$ cat src/core/dfm_consts.svh
// Constants of the diagnostic fault and monitor ADC block.
// Assumes a 125 MHz core clock and a 5-bit register address from the frame engine.
`ifndef DFM_CONSTS_SVH
`define DFM_CONSTS_SVH

// ==========================================================
// Register offsets
`define DFM_OFS_GEN_SETUP_ONE 5'h02
`define DFM_OFS_GEN_SETUP_TWO 5'h03
`define DFM_OFS_FAULT_MASK 5'h04
`define DFM_OFS_OUTPUT_SETUP 5'h05
`define DFM_OFS_ANALOG_FLAGS 5'h06
`define DFM_OFS_ADC_CTRL 5'h07
`define DFM_OFS_STATUS 5'h08

// ==========================================================
// Field positions
`define DFM_GS1_TRIP_LSB 0
`define DFM_GS1_QUIET_BIT 3
`define DFM_GS2_SUPMON_LSB 0
`define DFM_OSU_REFBUF_BIT 0
`define DFM_ADC_SEL_LSB 0
`define DFM_ADC_KEY_LSB 5
`define DFM_ADC_KEY 6'h20

// Analog flag positions
`define DFM_AF_OPEN 0
`define DFM_AF_SHORT 1
`define DFM_AF_TEMP 2
`define DFM_AF_REFERENCE_OUTPUT_NODE 3
`define DFM_AF_REFERENCE_INPUT_NODE 4
`define DFM_AF_SUPPLY 5
`define DFM_AF_REGUL 6

// Digital flag positions
`define DFM_DF_OSC 0
`define DFM_DF_UNREF 1
`define DFM_DF_RESET 2
`define DFM_DF_WDT 3
`define DFM_DF_LATCH 4
`define DFM_DF_INVERSE 5
`define DFM_DF_CALCRC 6
`define DFM_DF_INVALID 7
`define DFM_DF_SCLK 8
`define DFM_DF_SLIP 9
`define DFM_DF_SPICRC 10
`define DFM_DF_SLEW 11

// ==========================================================
// Reset values
`define DFM_RST_GS1 16'h0000
`define DFM_RST_GS2 16'h0000
`define DFM_RST_MASK 16'h0000
`define DFM_RST_OSU 16'h0000
`define DFM_RST_ADC 16'h0000

// ==========================================================
// Timing
`define DFM_CLK_HZ 125000000
`define DFM_ADC_CONV_NS 2000
`define DFM_ADC_CONV_CYC ((`DFM_ADC_CONV_NS * (`DFM_CLK_HZ / 1000000) + 999) / 1000)

`endif

$ cat src/core/dfm_pkg.sv
// Types shared by the diagnostic fault and monitor ADC block.
// Assumes dfm_consts.svh is available on the include path.
package dfm_pkg;

  // ==========================================================
  // Types
  typedef enum logic {DFM_ADC_IDLE, DFM_ADC_CONV} dfm_adc_state_t;
  typedef logic [4:0] dfm_addr_t;
  typedef logic [15:0] dfm_data_t;

  // Address match, used by every register decode
  function automatic logic dfm_hit(input dfm_addr_t a, input dfm_addr_t ofs);
    dfm_hit = (a == ofs);
  endfunction

endpackage

$ cat src/core/dfm_core.sv
// Diagnostic supervision: temperature and supply flags, fault line, monitor ADC control.
// Assumes register writes and reads arrive decoded from the serial frame engine,
// and that all comparator and fault inputs are synchronous to clk.
`timescale 1ns/1ps
`include "dfm_consts.svh"
module dfm_core (
  // Clock and reset
  input wire logic clk,
  input wire logic nrst,
  // Register write port
  input wire logic reg_wr_en,
  input wire dfm_pkg::dfm_addr_t reg_wr_addr,
  input wire dfm_pkg::dfm_data_t reg_wr_data,
  // Register read port, plus mirror and status outputs
  input wire logic reg_rd_en,
  input wire dfm_pkg::dfm_addr_t reg_rd_addr,
  output dfm_pkg::dfm_data_t reg_rd_data,
  output logic fault_line_mirror,
  output logic [23:0] status_word,
  // Comparators
  input wire logic [3:0] temp_over_level,
  input wire logic ref_input_bad,
  input wire logic ref_output_bad,
  input wire logic regulator_bad,
  input wire logic supply_bad,
  // Output stage faults
  input wire logic open_circuit_fault,
  input wire logic short_circuit_fault,
  // Digital fault flags
  input wire logic [11:0] digital_flags,
  // Fault line pin
  input wire logic fault_line_n_i,
  output logic fault_line_n_o,
  output logic fault_line_n_oe,
  // Monitor ADC
  input wire logic [11:0] adc_data,
  output logic adc_start,
  output logic [4:0] adc_mux_sel
);
  import dfm_pkg::*;

  // ==========================================================
  // Reset release through two flops
  logic rst_s1_reg;
  logic rst_n_sync;

  always_ff @(posedge clk or negedge nrst)
  begin
    if (!nrst)
    begin
      rst_s1_reg <= 1'b0;
      rst_n_sync <= 1'b0;
    end
    else
    begin
      rst_s1_reg <= 1'b1;
      rst_n_sync <= rst_s1_reg;
    end
  end

  // ==========================================================
  // Configuration registers
  dfm_data_t gs1_reg, gs1_next;
  dfm_data_t gs2_reg, gs2_next;
  dfm_data_t mask_reg, mask_next;
  dfm_data_t osu_reg, osu_next;
  logic [10:0] adc_ctrl_reg, adc_ctrl_next;
  logic start_req;
  logic [6:0] af_clr;

  // Write decode, plus the clear strobes and conversion start
  always_comb
  begin
    gs1_next = gs1_reg;
    gs2_next = gs2_reg;
    mask_next = mask_reg;
    osu_next = osu_reg;
    adc_ctrl_next = adc_ctrl_reg;
    start_req = 1'b0;
    af_clr = 7'h00;
    if (reg_wr_en)
    begin
      if (dfm_hit(reg_wr_addr, `DFM_OFS_GEN_SETUP_ONE))
        gs1_next = reg_wr_data;
      else if (dfm_hit(reg_wr_addr, `DFM_OFS_GEN_SETUP_TWO))
        gs2_next = reg_wr_data;
      else if (dfm_hit(reg_wr_addr, `DFM_OFS_FAULT_MASK))
        mask_next = reg_wr_data;
      else if (dfm_hit(reg_wr_addr, `DFM_OFS_OUTPUT_SETUP))
        osu_next = reg_wr_data;
      else if (dfm_hit(reg_wr_addr, `DFM_OFS_ANALOG_FLAGS))
        af_clr = reg_wr_data[6:0];
      else if (dfm_hit(reg_wr_addr, `DFM_OFS_ADC_CTRL))
      begin
        adc_ctrl_next = reg_wr_data[10:0];
        // Only the keyed pattern starts a conversion
        start_req = (reg_wr_data[10:5] == `DFM_ADC_KEY);
      end
    end
  end

  always_ff @(posedge clk or negedge rst_n_sync)
  begin
    if (!rst_n_sync)
    begin
      gs1_reg <= `DFM_RST_GS1;
      gs2_reg <= `DFM_RST_GS2;
      mask_reg <= `DFM_RST_MASK;
      osu_reg <= `DFM_RST_OSU;
      adc_ctrl_reg <= 11'(`DFM_RST_ADC);
    end
    else
    begin
      gs1_reg <= gs1_next;
      gs2_reg <= gs2_next;
      mask_reg <= mask_next;
      osu_reg <= osu_next;
      adc_ctrl_reg <= adc_ctrl_next;
    end
  end

  // ==========================================================
  // Background comparators feeding the analog flags
  logic [1:0] trip_sel;
  logic temp_hit;
  logic sup_on;
  logic refbuf_on;
  logic [6:0] af_set;
  logic [6:0] af;

  // Trip level chosen by field; no enable on temperature
  assign trip_sel = gs1_reg[`DFM_GS1_TRIP_LSB +: 2];
  assign temp_hit = temp_over_level[trip_sel];
  // Supply comparators idle until software enables them
  assign sup_on = |gs2_reg[`DFM_GS2_SUPMON_LSB +: 2];
  assign refbuf_on = osu_reg[`DFM_OSU_REFBUF_BIT];

  // Each node has its own set term; they are independent so a
  // reference-output fault raises only its own flag, never the dependants
  always_comb
  begin
    af_set = 7'h00;
    af_set[`DFM_AF_OPEN] = open_circuit_fault;
    af_set[`DFM_AF_SHORT] = short_circuit_fault;
    af_set[`DFM_AF_TEMP] = temp_hit;
    af_set[`DFM_AF_REFERENCE_OUTPUT_NODE] = sup_on & ref_output_bad;
    af_set[`DFM_AF_REFERENCE_INPUT_NODE] = sup_on & refbuf_on & ref_input_bad;
    af_set[`DFM_AF_SUPPLY] = sup_on & supply_bad;
    af_set[`DFM_AF_REGUL] = sup_on & regulator_bad;
  end

  dfm_flag_bank #(
    .W(7)
  ) u_flags (
    .clk(clk),
    .rst_n(rst_n_sync),
    .set_in(af_set),
    .clr_in(af_clr),
    .flags(af)
  );

  // ==========================================================
  // Fault line aggregation
  logic dig_drive;
  logic ana_drive;
  logic line_drive;

  // Digital sources; unrefreshed, reset and slew never reach the pin
  always_comb
  begin
    dig_drive = 1'b0;
    dig_drive |= digital_flags[`DFM_DF_OSC] & ~mask_reg[0];
    dig_drive |= digital_flags[`DFM_DF_WDT] & ~mask_reg[1];
    dig_drive |= digital_flags[`DFM_DF_LATCH] & ~mask_reg[2];
    dig_drive |= digital_flags[`DFM_DF_INVERSE] & ~mask_reg[3];
    dig_drive |= digital_flags[`DFM_DF_INVALID] & ~mask_reg[4];
    dig_drive |= digital_flags[`DFM_DF_SLIP] & ~mask_reg[5];
    dig_drive |= digital_flags[`DFM_DF_SPICRC] & ~mask_reg[6];
    dig_drive |= digital_flags[`DFM_DF_CALCRC];
    // Clock-count error has no mask, only the quiet bit
    dig_drive |= digital_flags[`DFM_DF_SCLK] & ~gs1_reg[`DFM_GS1_QUIET_BIT];
  end

  // Analog sources; reference and supply comparator errors cannot be masked
  always_comb
  begin
    ana_drive = 1'b0;
    ana_drive |= af[`DFM_AF_OPEN] & ~mask_reg[7];
    ana_drive |= af[`DFM_AF_SHORT] & ~mask_reg[8];
    ana_drive |= af[`DFM_AF_TEMP] & ~mask_reg[9];
    ana_drive |= af[`DFM_AF_REFERENCE_OUTPUT_NODE] | af[`DFM_AF_REFERENCE_INPUT_NODE];
    ana_drive |= af[`DFM_AF_SUPPLY] | af[`DFM_AF_REGUL];
  end

  assign line_drive = dig_drive | ana_drive;

  // ==========================================================
  // Monitor ADC sequencer
  logic busy;
  logic [11:0] result;
  logic [4:0] result_ch;

  dfm_adc_seq u_adc (
    .clk(clk),
    .rst_n(rst_n_sync),
    .start_req(start_req),
    .sel_in(reg_wr_data[`DFM_ADC_SEL_LSB +: 5]),
    .adc_data(adc_data),
    .adc_start(adc_start),
    .adc_mux_sel(adc_mux_sel),
    .busy(busy),
    .result(result),
    .result_ch(result_ch)
  );

  // ==========================================================
  // Pin, status word and readback
  logic oe_reg, oe_next;
  logic mirror_reg, mirror_next;
  logic [23:0] status_reg, status_next;
  dfm_data_t rd_reg, rd_next;
  logic dig_sum;
  logic ana_sum;

  // Digital summary follows the flags directly; the analog summary ORs the sticky flags
  assign dig_sum = |digital_flags[`DFM_DF_SPICRC:0];
  assign ana_sum = |af;

  always_comb
  begin
    // Open-drain: only ever drive low, enable means pulling
    oe_next = line_drive;
    // Mirror the real pin, which another device may also pull
    mirror_next = ~fault_line_n_i;
    status_next = {2'b10, mirror_reg, dig_sum, ana_sum,
                   digital_flags[`DFM_DF_WDT], busy, result_ch, result};
    rd_next = rd_reg;
    if (reg_rd_en)
    begin
      if (dfm_hit(reg_rd_addr, `DFM_OFS_GEN_SETUP_ONE))
        rd_next = gs1_reg;
      else if (dfm_hit(reg_rd_addr, `DFM_OFS_GEN_SETUP_TWO))
        rd_next = gs2_reg;
      else if (dfm_hit(reg_rd_addr, `DFM_OFS_FAULT_MASK))
        rd_next = mask_reg;
      else if (dfm_hit(reg_rd_addr, `DFM_OFS_OUTPUT_SETUP))
        rd_next = osu_reg;
      else if (dfm_hit(reg_rd_addr, `DFM_OFS_ANALOG_FLAGS))
        rd_next = {9'h000, af};
      else if (dfm_hit(reg_rd_addr, `DFM_OFS_ADC_CTRL))
        rd_next = {5'h00, adc_ctrl_reg};
      else if (dfm_hit(reg_rd_addr, `DFM_OFS_STATUS))
        rd_next = status_reg[15:0];
      else
        rd_next = 16'h0000;
    end
  end

  always_ff @(posedge clk or negedge rst_n_sync)
  begin
    if (!rst_n_sync)
    begin
      oe_reg <= 1'b0;
      mirror_reg <= 1'b0;
      status_reg <= 24'h800000;
      rd_reg <= 16'h0000;
    end
    else
    begin
      oe_reg <= oe_next;
      mirror_reg <= mirror_next;
      status_reg <= status_next;
      rd_reg <= rd_next;
    end
  end

  // Output drivers straight from flops; the pin data is a constant low
  assign fault_line_n_oe = oe_reg;
  assign fault_line_n_o = 1'b0 & oe_reg;
  assign fault_line_mirror = mirror_reg;
  assign status_word = status_reg;
  assign reg_rd_data = rd_reg;

endmodule

$ cat src/core/dfm_flag_bank.sv
// Sticky write-1-to-clear flag bank.
// Assumes set inputs are synchronous levels; the clear is a one-cycle strobe.
`timescale 1ns/1ps
module dfm_flag_bank #(
  parameter int W = 7
) (
  // Clock and reset
  input wire logic clk,
  input wire logic rst_n,
  // Flag control
  input wire logic [W-1:0] set_in,
  input wire logic [W-1:0] clr_in,
  output logic [W-1:0] flags
);

  logic [W-1:0] flags_reg;
  logic [W-1:0] flags_next;

  // ==========================================================
  // Set beats clear, so a persisting fault keeps its flag
  always_comb
  begin
    flags_next = (flags_reg & ~clr_in) | set_in;
  end

  always_ff @(posedge clk or negedge rst_n)
  begin
    if (!rst_n)
      flags_reg <= '0;
    else
      flags_reg <= flags_next;
  end

  assign flags = flags_reg;

endmodule

$ cat src/core/dfm_adc_seq.sv
// Single-shot conversion sequencer of the monitoring ADC.
// Assumes the converter presents its result on adc_data when the latency ends.
`timescale 1ns/1ps
`include "dfm_consts.svh"
module dfm_adc_seq (
  // Clock and reset
  input wire logic clk,
  input wire logic rst_n,
  // Request
  input wire logic start_req,
  input wire logic [4:0] sel_in,
  // Converter
  input wire logic [11:0] adc_data,
  output logic adc_start,
  output logic [4:0] adc_mux_sel,
  // Result
  output logic busy,
  output logic [11:0] result,
  output logic [4:0] result_ch
);
  import dfm_pkg::*;

  localparam logic [15:0] CONV_CYC = 16'(`DFM_ADC_CONV_CYC);

  dfm_adc_state_t state_reg, state_next;
  logic [15:0] cnt_reg, cnt_next;
  logic start_reg, start_next;
  logic [4:0] sel_reg, sel_next;
  logic [11:0] res_reg, res_next;
  logic [4:0] ch_reg, ch_next;

  // ==========================================================
  // Starts while busy are dropped: no queue, no restart
  always_comb
  begin
    state_next = state_reg;
    cnt_next = cnt_reg;
    start_next = 1'b0;
    sel_next = sel_reg;
    res_next = res_reg;
    ch_next = ch_reg;
    case (state_reg)
      DFM_ADC_IDLE:
      begin
        if (start_req)
        begin
          state_next = DFM_ADC_CONV;
          start_next = 1'b1;
          // Every code reaches the mux; reserved ones convert as they are
          sel_next = sel_in;
          cnt_next = CONV_CYC - 16'h0001;
        end
      end
      DFM_ADC_CONV:
      begin
        // start_req ignored here
        if (cnt_reg == 16'h0000)
        begin
          state_next = DFM_ADC_IDLE;
          res_next = adc_data;
          ch_next = sel_reg;
        end
        else
          cnt_next = cnt_reg - 16'h0001;
      end
      default: state_next = DFM_ADC_IDLE;
    endcase
  end

  always_ff @(posedge clk or negedge rst_n)
  begin
    if (!rst_n)
    begin
      state_reg <= DFM_ADC_IDLE;
      cnt_reg <= 16'h0000;
      start_reg <= 1'b0;
      sel_reg <= 5'h00;
      res_reg <= 12'h000;
      ch_reg <= 5'h00;
    end
    else
    begin
      state_reg <= state_next;
      cnt_reg <= cnt_next;
      start_reg <= start_next;
      sel_reg <= sel_next;
      res_reg <= res_next;
      ch_reg <= ch_next;
    end
  end

  assign busy = (state_reg == DFM_ADC_CONV);
  assign adc_start = start_reg;
  assign adc_mux_sel = sel_reg;
  assign result = res_reg;
  assign result_ch = ch_reg;

endmodule

$ cat config.mk
export PLATFORM = sky130hd
export DESIGN_NAME = dfm_core
export DESIGN_NICKNAME = d
export VERILOG_FILES = /design/src/core/dfm_pkg.sv /design/src/core/dfm_core.sv /design/src/core/dfm_flag_bank.sv /design/src/core/dfm_adc_seq.sv
export VERILOG_INCLUDE_DIRS = /design/src /design/src/core
export SDC_FILE = /design/constraint.sdc
export NUM_CORES = 1
export LEC_CHECK = 0
export ABC_AREA = 1
export BUFFER_PORTS_ARGS = -buffer_cell sky130_fd_sc_hd__buf_2
export CAP_MARGIN = 10
export CORE_ASPECT_RATIO = 2
export CORE_MARGIN = 2
export CORE_UTILIZATION = 40
export DETAILED_ROUTE_END_ITERATION = 8
export HOLD_SLACK_MARGIN = 0.1
export REMOVE_ABC_BUFFERS = 1
export SLEW_MARGIN = 20
export SYNTH_ARGS = -nofsm -noshare
export SYNTH_HDL_FRONTEND = slang
export SYNTH_SLANG_ARGS = --single-unit
$ cat constraint.sdc
create_clock -name clk -period 6.6 [get_ports clk]
set_clock_uncertainty 0.15 [all_clocks]
set_input_delay 0.99 -clock clk [delete_from_list [all_inputs] [get_ports clk]]
set_output_delay 0.99 -clock clk [all_outputs]
set_load 0.01 [all_outputs]
* Yosys cells after proc, flatten, opt, wreduce, memory -nomap -nowiden
Index checks and enable logic that the tools add are counted.
Widths: inputs -> output; s select.
** Operators by class
- Add/subtract/negate cells :: 1
- Order comparisons :: 1
- Equal/unequal tests :: 16
- Mux-type cells :: 29
- Bitwise logic cells :: 52
- Reductions and logical operators :: 12
** Operators with widths (count)
- $mux 16 :: 9
- $mux 7 :: 6
- $eq 5x3->1 const B :: 8
- $pmux 16 s2 :: 1
- $eq 5x2->1 const B :: 4
- $not 1->1 :: 18
- $and 1x1->1 :: 16
- $logic_not 16->1 :: 1
- $sub 16x1->16 const B :: 1
- $or 1x1->1 :: 15
- $mux 1 :: 11
- $reduce_or 11->1 :: 1
- $reduce_and 2->1 :: 4
- $and 7x7->7 :: 1
- $not 7->7 :: 1
- $or 7x7->7 :: 1
- $reduce_and 7->1 :: 1
- $reduce_or 7->1 :: 1
- $eq 6x6->1 const B :: 1
- $eq 5x4->1 const B :: 1
- $reduce_and 5->1 :: 1
- $ne 2x2->1 const B :: 2
- $reduce_and 4->1 :: 1
- $lt 2x3->1 const B :: 1
- other kinds (4) :: 4
** Storage, ports and cells
- Register bits :: 164
- Input port bits :: 65
- Output and inout port bits :: 49
- Logic and storage cells :: 129

* Longest topological paths before layout
- Word-level depth :: 11
- Depth in mapped cells :: 11
- Depth with buffers taken out :: 11

* Modules after synthesis
Synthesis repeated with hierarchy kept, for this count alone.
** Second synthesis, totals
- Cells, all modules :: 903
- Area total of the unflattened synthesis :: 7447.1 µm²
** Modules (own cells, without submodules)
- dfm_core :: times used 1, cells an instance 629, area an instance 5253.8 µm², seq. area each 2927.8 µm²
- dfm_adc_seq :: times used 1, cells an instance 239, area an instance 1913.1 µm², seq. area each 1001.0 µm²
- dfm_flag_bank :: times used 1, cells an instance 35, area an instance 280.3 µm², seq. area each 175.2 µm²

* Worst setup path after synthesis
No wires, ideal clock.
- Kind :: input-to-reg
- Start point :: in reg_wr_addr[3]
- End point :: reg mask_reg[1]
- Setup time :: 0.132 ns
- Arrival time :: 1.872 ns
- Data required time :: 6.318 ns
- Slack :: 4.446 ns
- Cell stages on the path :: 7
- Path buffers :: 1
- Cells stage by stage :: nor3_2 -> inv_1 -> nor3_1 -> nand2_1 -> clkbuf_1 -> nand2_1 -> o21ai_0
** Between the ends
- Longest elaborated chain between the ends :: 3
- Elaborated cells between the ends (all ways) :: 6
- Those cells by class :: 3 x eq/ne; 2 x bitwise; 1 x reduce/logical
** Ends and longest elaborated chain
- start, declared :: line dfm_core.sv:12 : input wire dfm_pkg::dfm_addr_t reg_wr_addr,
- $eq 5x2->1 :: line dfm_pkg.sv:13 : dfm_hit = (a == ofs);
- $not 1->1 (no line)
- $reduce_and 4->1 (no line) *
- end signal, assigned :: line dfm_core.sv:108 : mask_reg <= `DFM_RST_MASK;
- end signal, assigned :: line dfm_core.sv:116 : mask_reg <= mask_next;
- end, declared :: line dfm_core.sv:65 : dfm_data_t mask_reg, mask_next;
Mark *: on every way between the ends. The rest lies on a longest branch, timed or not.
A chain may end at the register's enable or synchronous reset.

* Worst setup path after layout
- Start point :: in reg_wr_data[10]
- End point :: reg u_adc.cnt_reg[14]
** Between the ends
- Longest elaborated chain between the ends :: 10
** Ends and longest elaborated chain
- start, declared :: line dfm_core.sv:13 : input wire dfm_pkg::dfm_data_t reg_wr_data,
- $eq 6x6->1 (no line)
- $mux 1 :: line dfm_core.sv:93 : else if (dfm_hit(reg_wr_addr, `DFM_OFS_ADC_CTRL))
- $mux 1 :: line dfm_core.sv:91 : else if (dfm_hit(reg_wr_addr, `DFM_OFS_ANALOG_FLAGS))
- $mux 1 :: line dfm_core.sv:89 : else if (dfm_hit(reg_wr_addr, `DFM_OFS_OUTPUT_SETUP))
- $mux 1 :: line dfm_core.sv:87 : else if (dfm_hit(reg_wr_addr, `DFM_OFS_FAULT_MASK))
- $mux 1 :: line dfm_core.sv:85 : else if (dfm_hit(reg_wr_addr, `DFM_OFS_GEN_SETUP_TWO))
- $mux 1 :: line dfm_core.sv:83 : if (dfm_hit(reg_wr_addr, `DFM_OFS_GEN_SETUP_ONE))
- $mux 1 :: line dfm_core.sv:81 : if (reg_wr_en)
- $ne 2x2->1 (no line)
- $reduce_and 2->1 (no line)
- end signal, assigned :: line dfm_adc_seq.sv:84 : cnt_reg <= cnt_next;
- end, declared :: line dfm_adc_seq.sv:26 : logic [15:0] cnt_reg, cnt_next;
No other way between the ends.

==> reports/qor.txt <==
status = completed
GPL Wtd Cong = 0.8412
via count = 6022
Remaining Overflow, GRT = 0
busiest layer in global routing = met2
met1 layer usage reported by global route = 24.73%
buffers added on ports = 109
largest net degree at the start of global routing = 81
type of element capturing the critical path = register
worst setup path endpoint = u_adc.cnt_reg[14]
global-route wire length before repair = 31690 µm
max FFs per register = 22
setup repair after global routing missed its margin = no
register clock-pin slew on the reported worst setup and hold paths = 0.06 ns
Register-to-Register Setup Slack = 3.95 ns
hold crit path type = register to asynchronous set/reset pin
final wirelength = 19700 µm
crit path max fanout = 25
count of filler cells inserted in the layout = 1803
Final TNS setup = 0 ns
die area = 19430 µm²
Worst-Margin Slew = 1.056 ns
post-route DRC violation count = 0
required time worst endpoint = 6.74 ns
number of instances in the synthesized netlist = 860
final critical-path required period = 2.704 ns
GR Util All Layers = 21.30%
worst IR drop on VDD = 166.8 µV
fraction of post-synthesis cell area in the top cell type by area = 56.15%
number of slew-limit violations in the final report = 0
max-slew headroom at the worst pin = 29.42%
antenna violations before repair = 0
largest cells by area after synthesis = sky130_fd_sc_hd__dfrtp_1 (56%), sky130_fd_sc_hd__nand2_1 (13%), sky130_fd_sc_hd__o21ai_0 (7.4%)
DR iter-0 viols = 355
postcts setup bufs = 0
static leakage = 4.304 nW
fin crit share = 40.97%
Worst R2R Path Depth = 8
met2 Use GR = 37.89%
count of synthesis-stage warnings from yosys = 0
clock insertion delay at the later pin of the skew report = 0.43 ns
share of layout cells above drive strength 1 = 17.59%
count of endpoints failing hold in the final timing report = 0
met3 Usage GRT = 3.901%
worst reg2reg startpoint = u_adc.cnt_reg[0]
vias per cell = 5.065
number of unique standard cell types used by synthesis = 38
end-of-flow core utilization = 47.49%
number of max-capacitance violations reported = 0
drt pass-1 iters = 6
number of flip-flops and latches in the synthesized netlist = 164
buffer type at the clock tree root = sky130_fd_sc_hd__clkbuf_16
Resize count post-CTS = 0
detailed-route wire length per cell = 16.57 µm
Post-Synthesis Mean Instance Area = 8.498 µm²
Rows = 70
data arrival time of the worst path = 2.84 ns
Max Fclk = 0.3698 GHz
Critical Setup Path Class = input port to register
detailed-placement wirelength estimate = 13950 µm
initial core utilization = 40.31%
Sinks on Clock Net = 164
count of nets left with antenna violations after detail routing = 0
end of the worst register-to-register path = u_adc.cnt_reg[14]
power density over cell area = 280.1 nW/µm²
cell area after synthesis = 7308 µm²
Final setup viols = 0
Area Overhead vs Synth = 17.81%
CTS tree = built
worst hold slack across all endpoints = 0.1805 ns
worst-case setup margin in the final layout = 3.896 ns
number of buffers between clock root and the deepest sink = 2
worst slack at placement = 3.434 ns
via count of the first global-routing pass = 5974
Die Wd = 99.58 µm
placeable core region = 18130 µm²
top cell type by total area after synthesis = sky130_fd_sc_hd__dfrtp_1
sequential element share of the synthesized area = 56.15%
Die Span Y = 195.2 µm
number of buffers inserted for hold repair after clock tree synthesis = 0
launch point of the critical path = reg_wr_data[10]
net total in the final layout = 1026
Setup crit start kind = input port
Inserted Clock Buffers = 17
top-level port count = 114
H-Tree Depth = 4
==> layout make-up <==
type,instances,area (µm²),area share [%]
Antenna cell,1,2.502,0.02907
Clock buffer,18,439.2,5.101
Clock inverter,14,186.4,2.165
Inverter,91,344.1,3.997
Multi-Input combinational cell,570,2665,30.95
Sequential cell,164,4108,47.71
Tap cell,216,270.3,3.139
Timing Repair Buffer,115,594.3,6.903
==> Yosys cell counts <==
library cell	number
sky130_fd_sc_hd__mux2i_1	1
sky130_fd_sc_hd__a21oi_1	12
sky130_fd_sc_hd__o2111ai_1	1
sky130_fd_sc_hd__or2_2	3
sky130_fd_sc_hd__buf_1	1
sky130_fd_sc_hd__nor4_2	1
sky130_fd_sc_hd__nand3_2	3
sky130_fd_sc_hd__a31oi_1	2
sky130_fd_sc_hd__nor2_4	3
sky130_fd_sc_hd__dfrtp_1	164
sky130_fd_sc_hd__inv_2	1
sky130_fd_sc_hd__nor2_1	54
sky130_fd_sc_hd__xnor2_1	2
sky130_fd_sc_hd__nand4_1	36
sky130_fd_sc_hd__clkbuf_1	17
sky130_fd_sc_hd__clkbuf_2	1
sky130_fd_sc_hd__nor4_1	3
sky130_fd_sc_hd__inv_4	1
sky130_fd_sc_hd__o21ai_0	108
sky130_fd_sc_hd__buf_2	7
sky130_fd_sc_hd__nor3_2	2
sky130_fd_sc_hd__inv_1	89
sky130_fd_sc_hd__nand3b_1	1
sky130_fd_sc_hd__o21ai_1	12
sky130_fd_sc_hd__nand3_1	41
sky130_fd_sc_hd__or2_1	3
sky130_fd_sc_hd__nor2_2	5
sky130_fd_sc_hd__buf_6	4
sky130_fd_sc_hd__conb_1	2
sky130_fd_sc_hd__buf_4	7
sky130_fd_sc_hd__nor3_1	5
sky130_fd_sc_hd__ha_1	2
sky130_fd_sc_hd__nand2_2	2
sky130_fd_sc_hd__xor2_1	7
sky130_fd_sc_hd__nand2_1	252
sky130_fd_sc_hd__o22ai_1	3
sky130_fd_sc_hd__o221ai_1	1
sky130_fd_sc_hd__nor3_4	1
==> worst min-delay path by stage <==
stage                         to  cells past startpoint  slack (ns)
6_report       fault_line_mirror                      0        0.18
3_5_place_dp     status_word[21]                      0        0.20
5_1_grt               rst_n_sync                      1        0.17
4_1_cts               rst_n_sync                      1        0.17
3_3_place_gp          rst_n_sync                      0        0.19
2_1_floorplan         rst_n_sync                      0        0.18
==> where the power goes <==
group          leakage, nW  total, mW  internal [mW]  switching (mW)
Clock                0.301       1.05          0.616           0.431
Sequential            1.95       1.17           1.10          0.0677
Combinational         2.05      0.194         0.0755           0.118
Total                 4.30       2.41           1.79           0.617
==> worst max-delay path: stages <==
cell                      delay [ns]
sky130_fd_sc_hd__buf_2          0.07
sky130_fd_sc_hd__inv_1          0.08
sky130_fd_sc_hd__nor2_1         0.20
sky130_fd_sc_hd__nand4_1        0.14
sky130_fd_sc_hd__nor2_1         0.17
sky130_fd_sc_hd__nand3_2        0.42
sky130_fd_sc_hd__nand2_1        0.60
sky130_fd_sc_hd__o21ai_0        0.15
==> metal layers <==
metal / wire length, µm / part of all wire, % / up-vias
met5: 0 / 0 / -
met4: 572 / 2.9 / 0
met3: 824 / 4.2 / 32
met2: 10540 / 54 / 146
met1: 7763 / 39 / 2884
li1: - / - / 2960
==> placed cells by master, fill, tap and decap left out, types with 2 or more instances in the layout <==
cell type	instances
sky130_fd_sc_hd__nand2_1	251
sky130_fd_sc_hd__dfrtp_1	163
sky130_fd_sc_hd__buf_2	109
sky130_fd_sc_hd__o21ai_0	108
sky130_fd_sc_hd__inv_1	89
sky130_fd_sc_hd__nor2_1	54
sky130_fd_sc_hd__nand3_1	41
sky130_fd_sc_hd__nand4_1	36
sky130_fd_sc_hd__clkbuf_16	17
sky130_fd_sc_hd__a21oi_1	12
sky130_fd_sc_hd__o21ai_1	12
sky130_fd_sc_hd__xor2_1	7
sky130_fd_sc_hd__inv_6	6
sky130_fd_sc_hd__nor2_2	5
sky130_fd_sc_hd__nor3_1	5
sky130_fd_sc_hd__buf_4	5
sky130_fd_sc_hd__conb_1	4
sky130_fd_sc_hd__or2_1	3
sky130_fd_sc_hd__o22ai_1	3
sky130_fd_sc_hd__nor4_1	3
sky130_fd_sc_hd__nand3_2	3
sky130_fd_sc_hd__nor2_4	3
sky130_fd_sc_hd__nand2_2	3
sky130_fd_sc_hd__or2_2	3
sky130_fd_sc_hd__bufinv_16	3
sky130_fd_sc_hd__nor3_2	2
sky130_fd_sc_hd__a31oi_1	2
sky130_fd_sc_hd__xnor2_1	2
sky130_fd_sc_hd__ha_1	2
sky130_fd_sc_hd__clkinv_4	2
sky130_fd_sc_hd__clkinvlp_4	2
==> through the flow <==
step	power, mW	cell area (µm²)	std cells
after floorplan	1.293	7111	825
after global placement	1.377	7975	1156
after detailed placement	1.385	7975	1156
after CTS	2.434	8601	1188
after global routing	2.519	8607	1188
final	2.412	8610	1189
==> logic make-up after synthesis <==
family,share of synthesized area (%)
buffers and inverters,7.516
DFF,56.15
other,0.1028
xor gates and xnor gates,1.079
muxes,0.1370
AOI/OAI and AO/OA,9.707
adders and majority gates,0.3424
and+or+nand+nor,24.96
(Power assumes the default switching activity.)
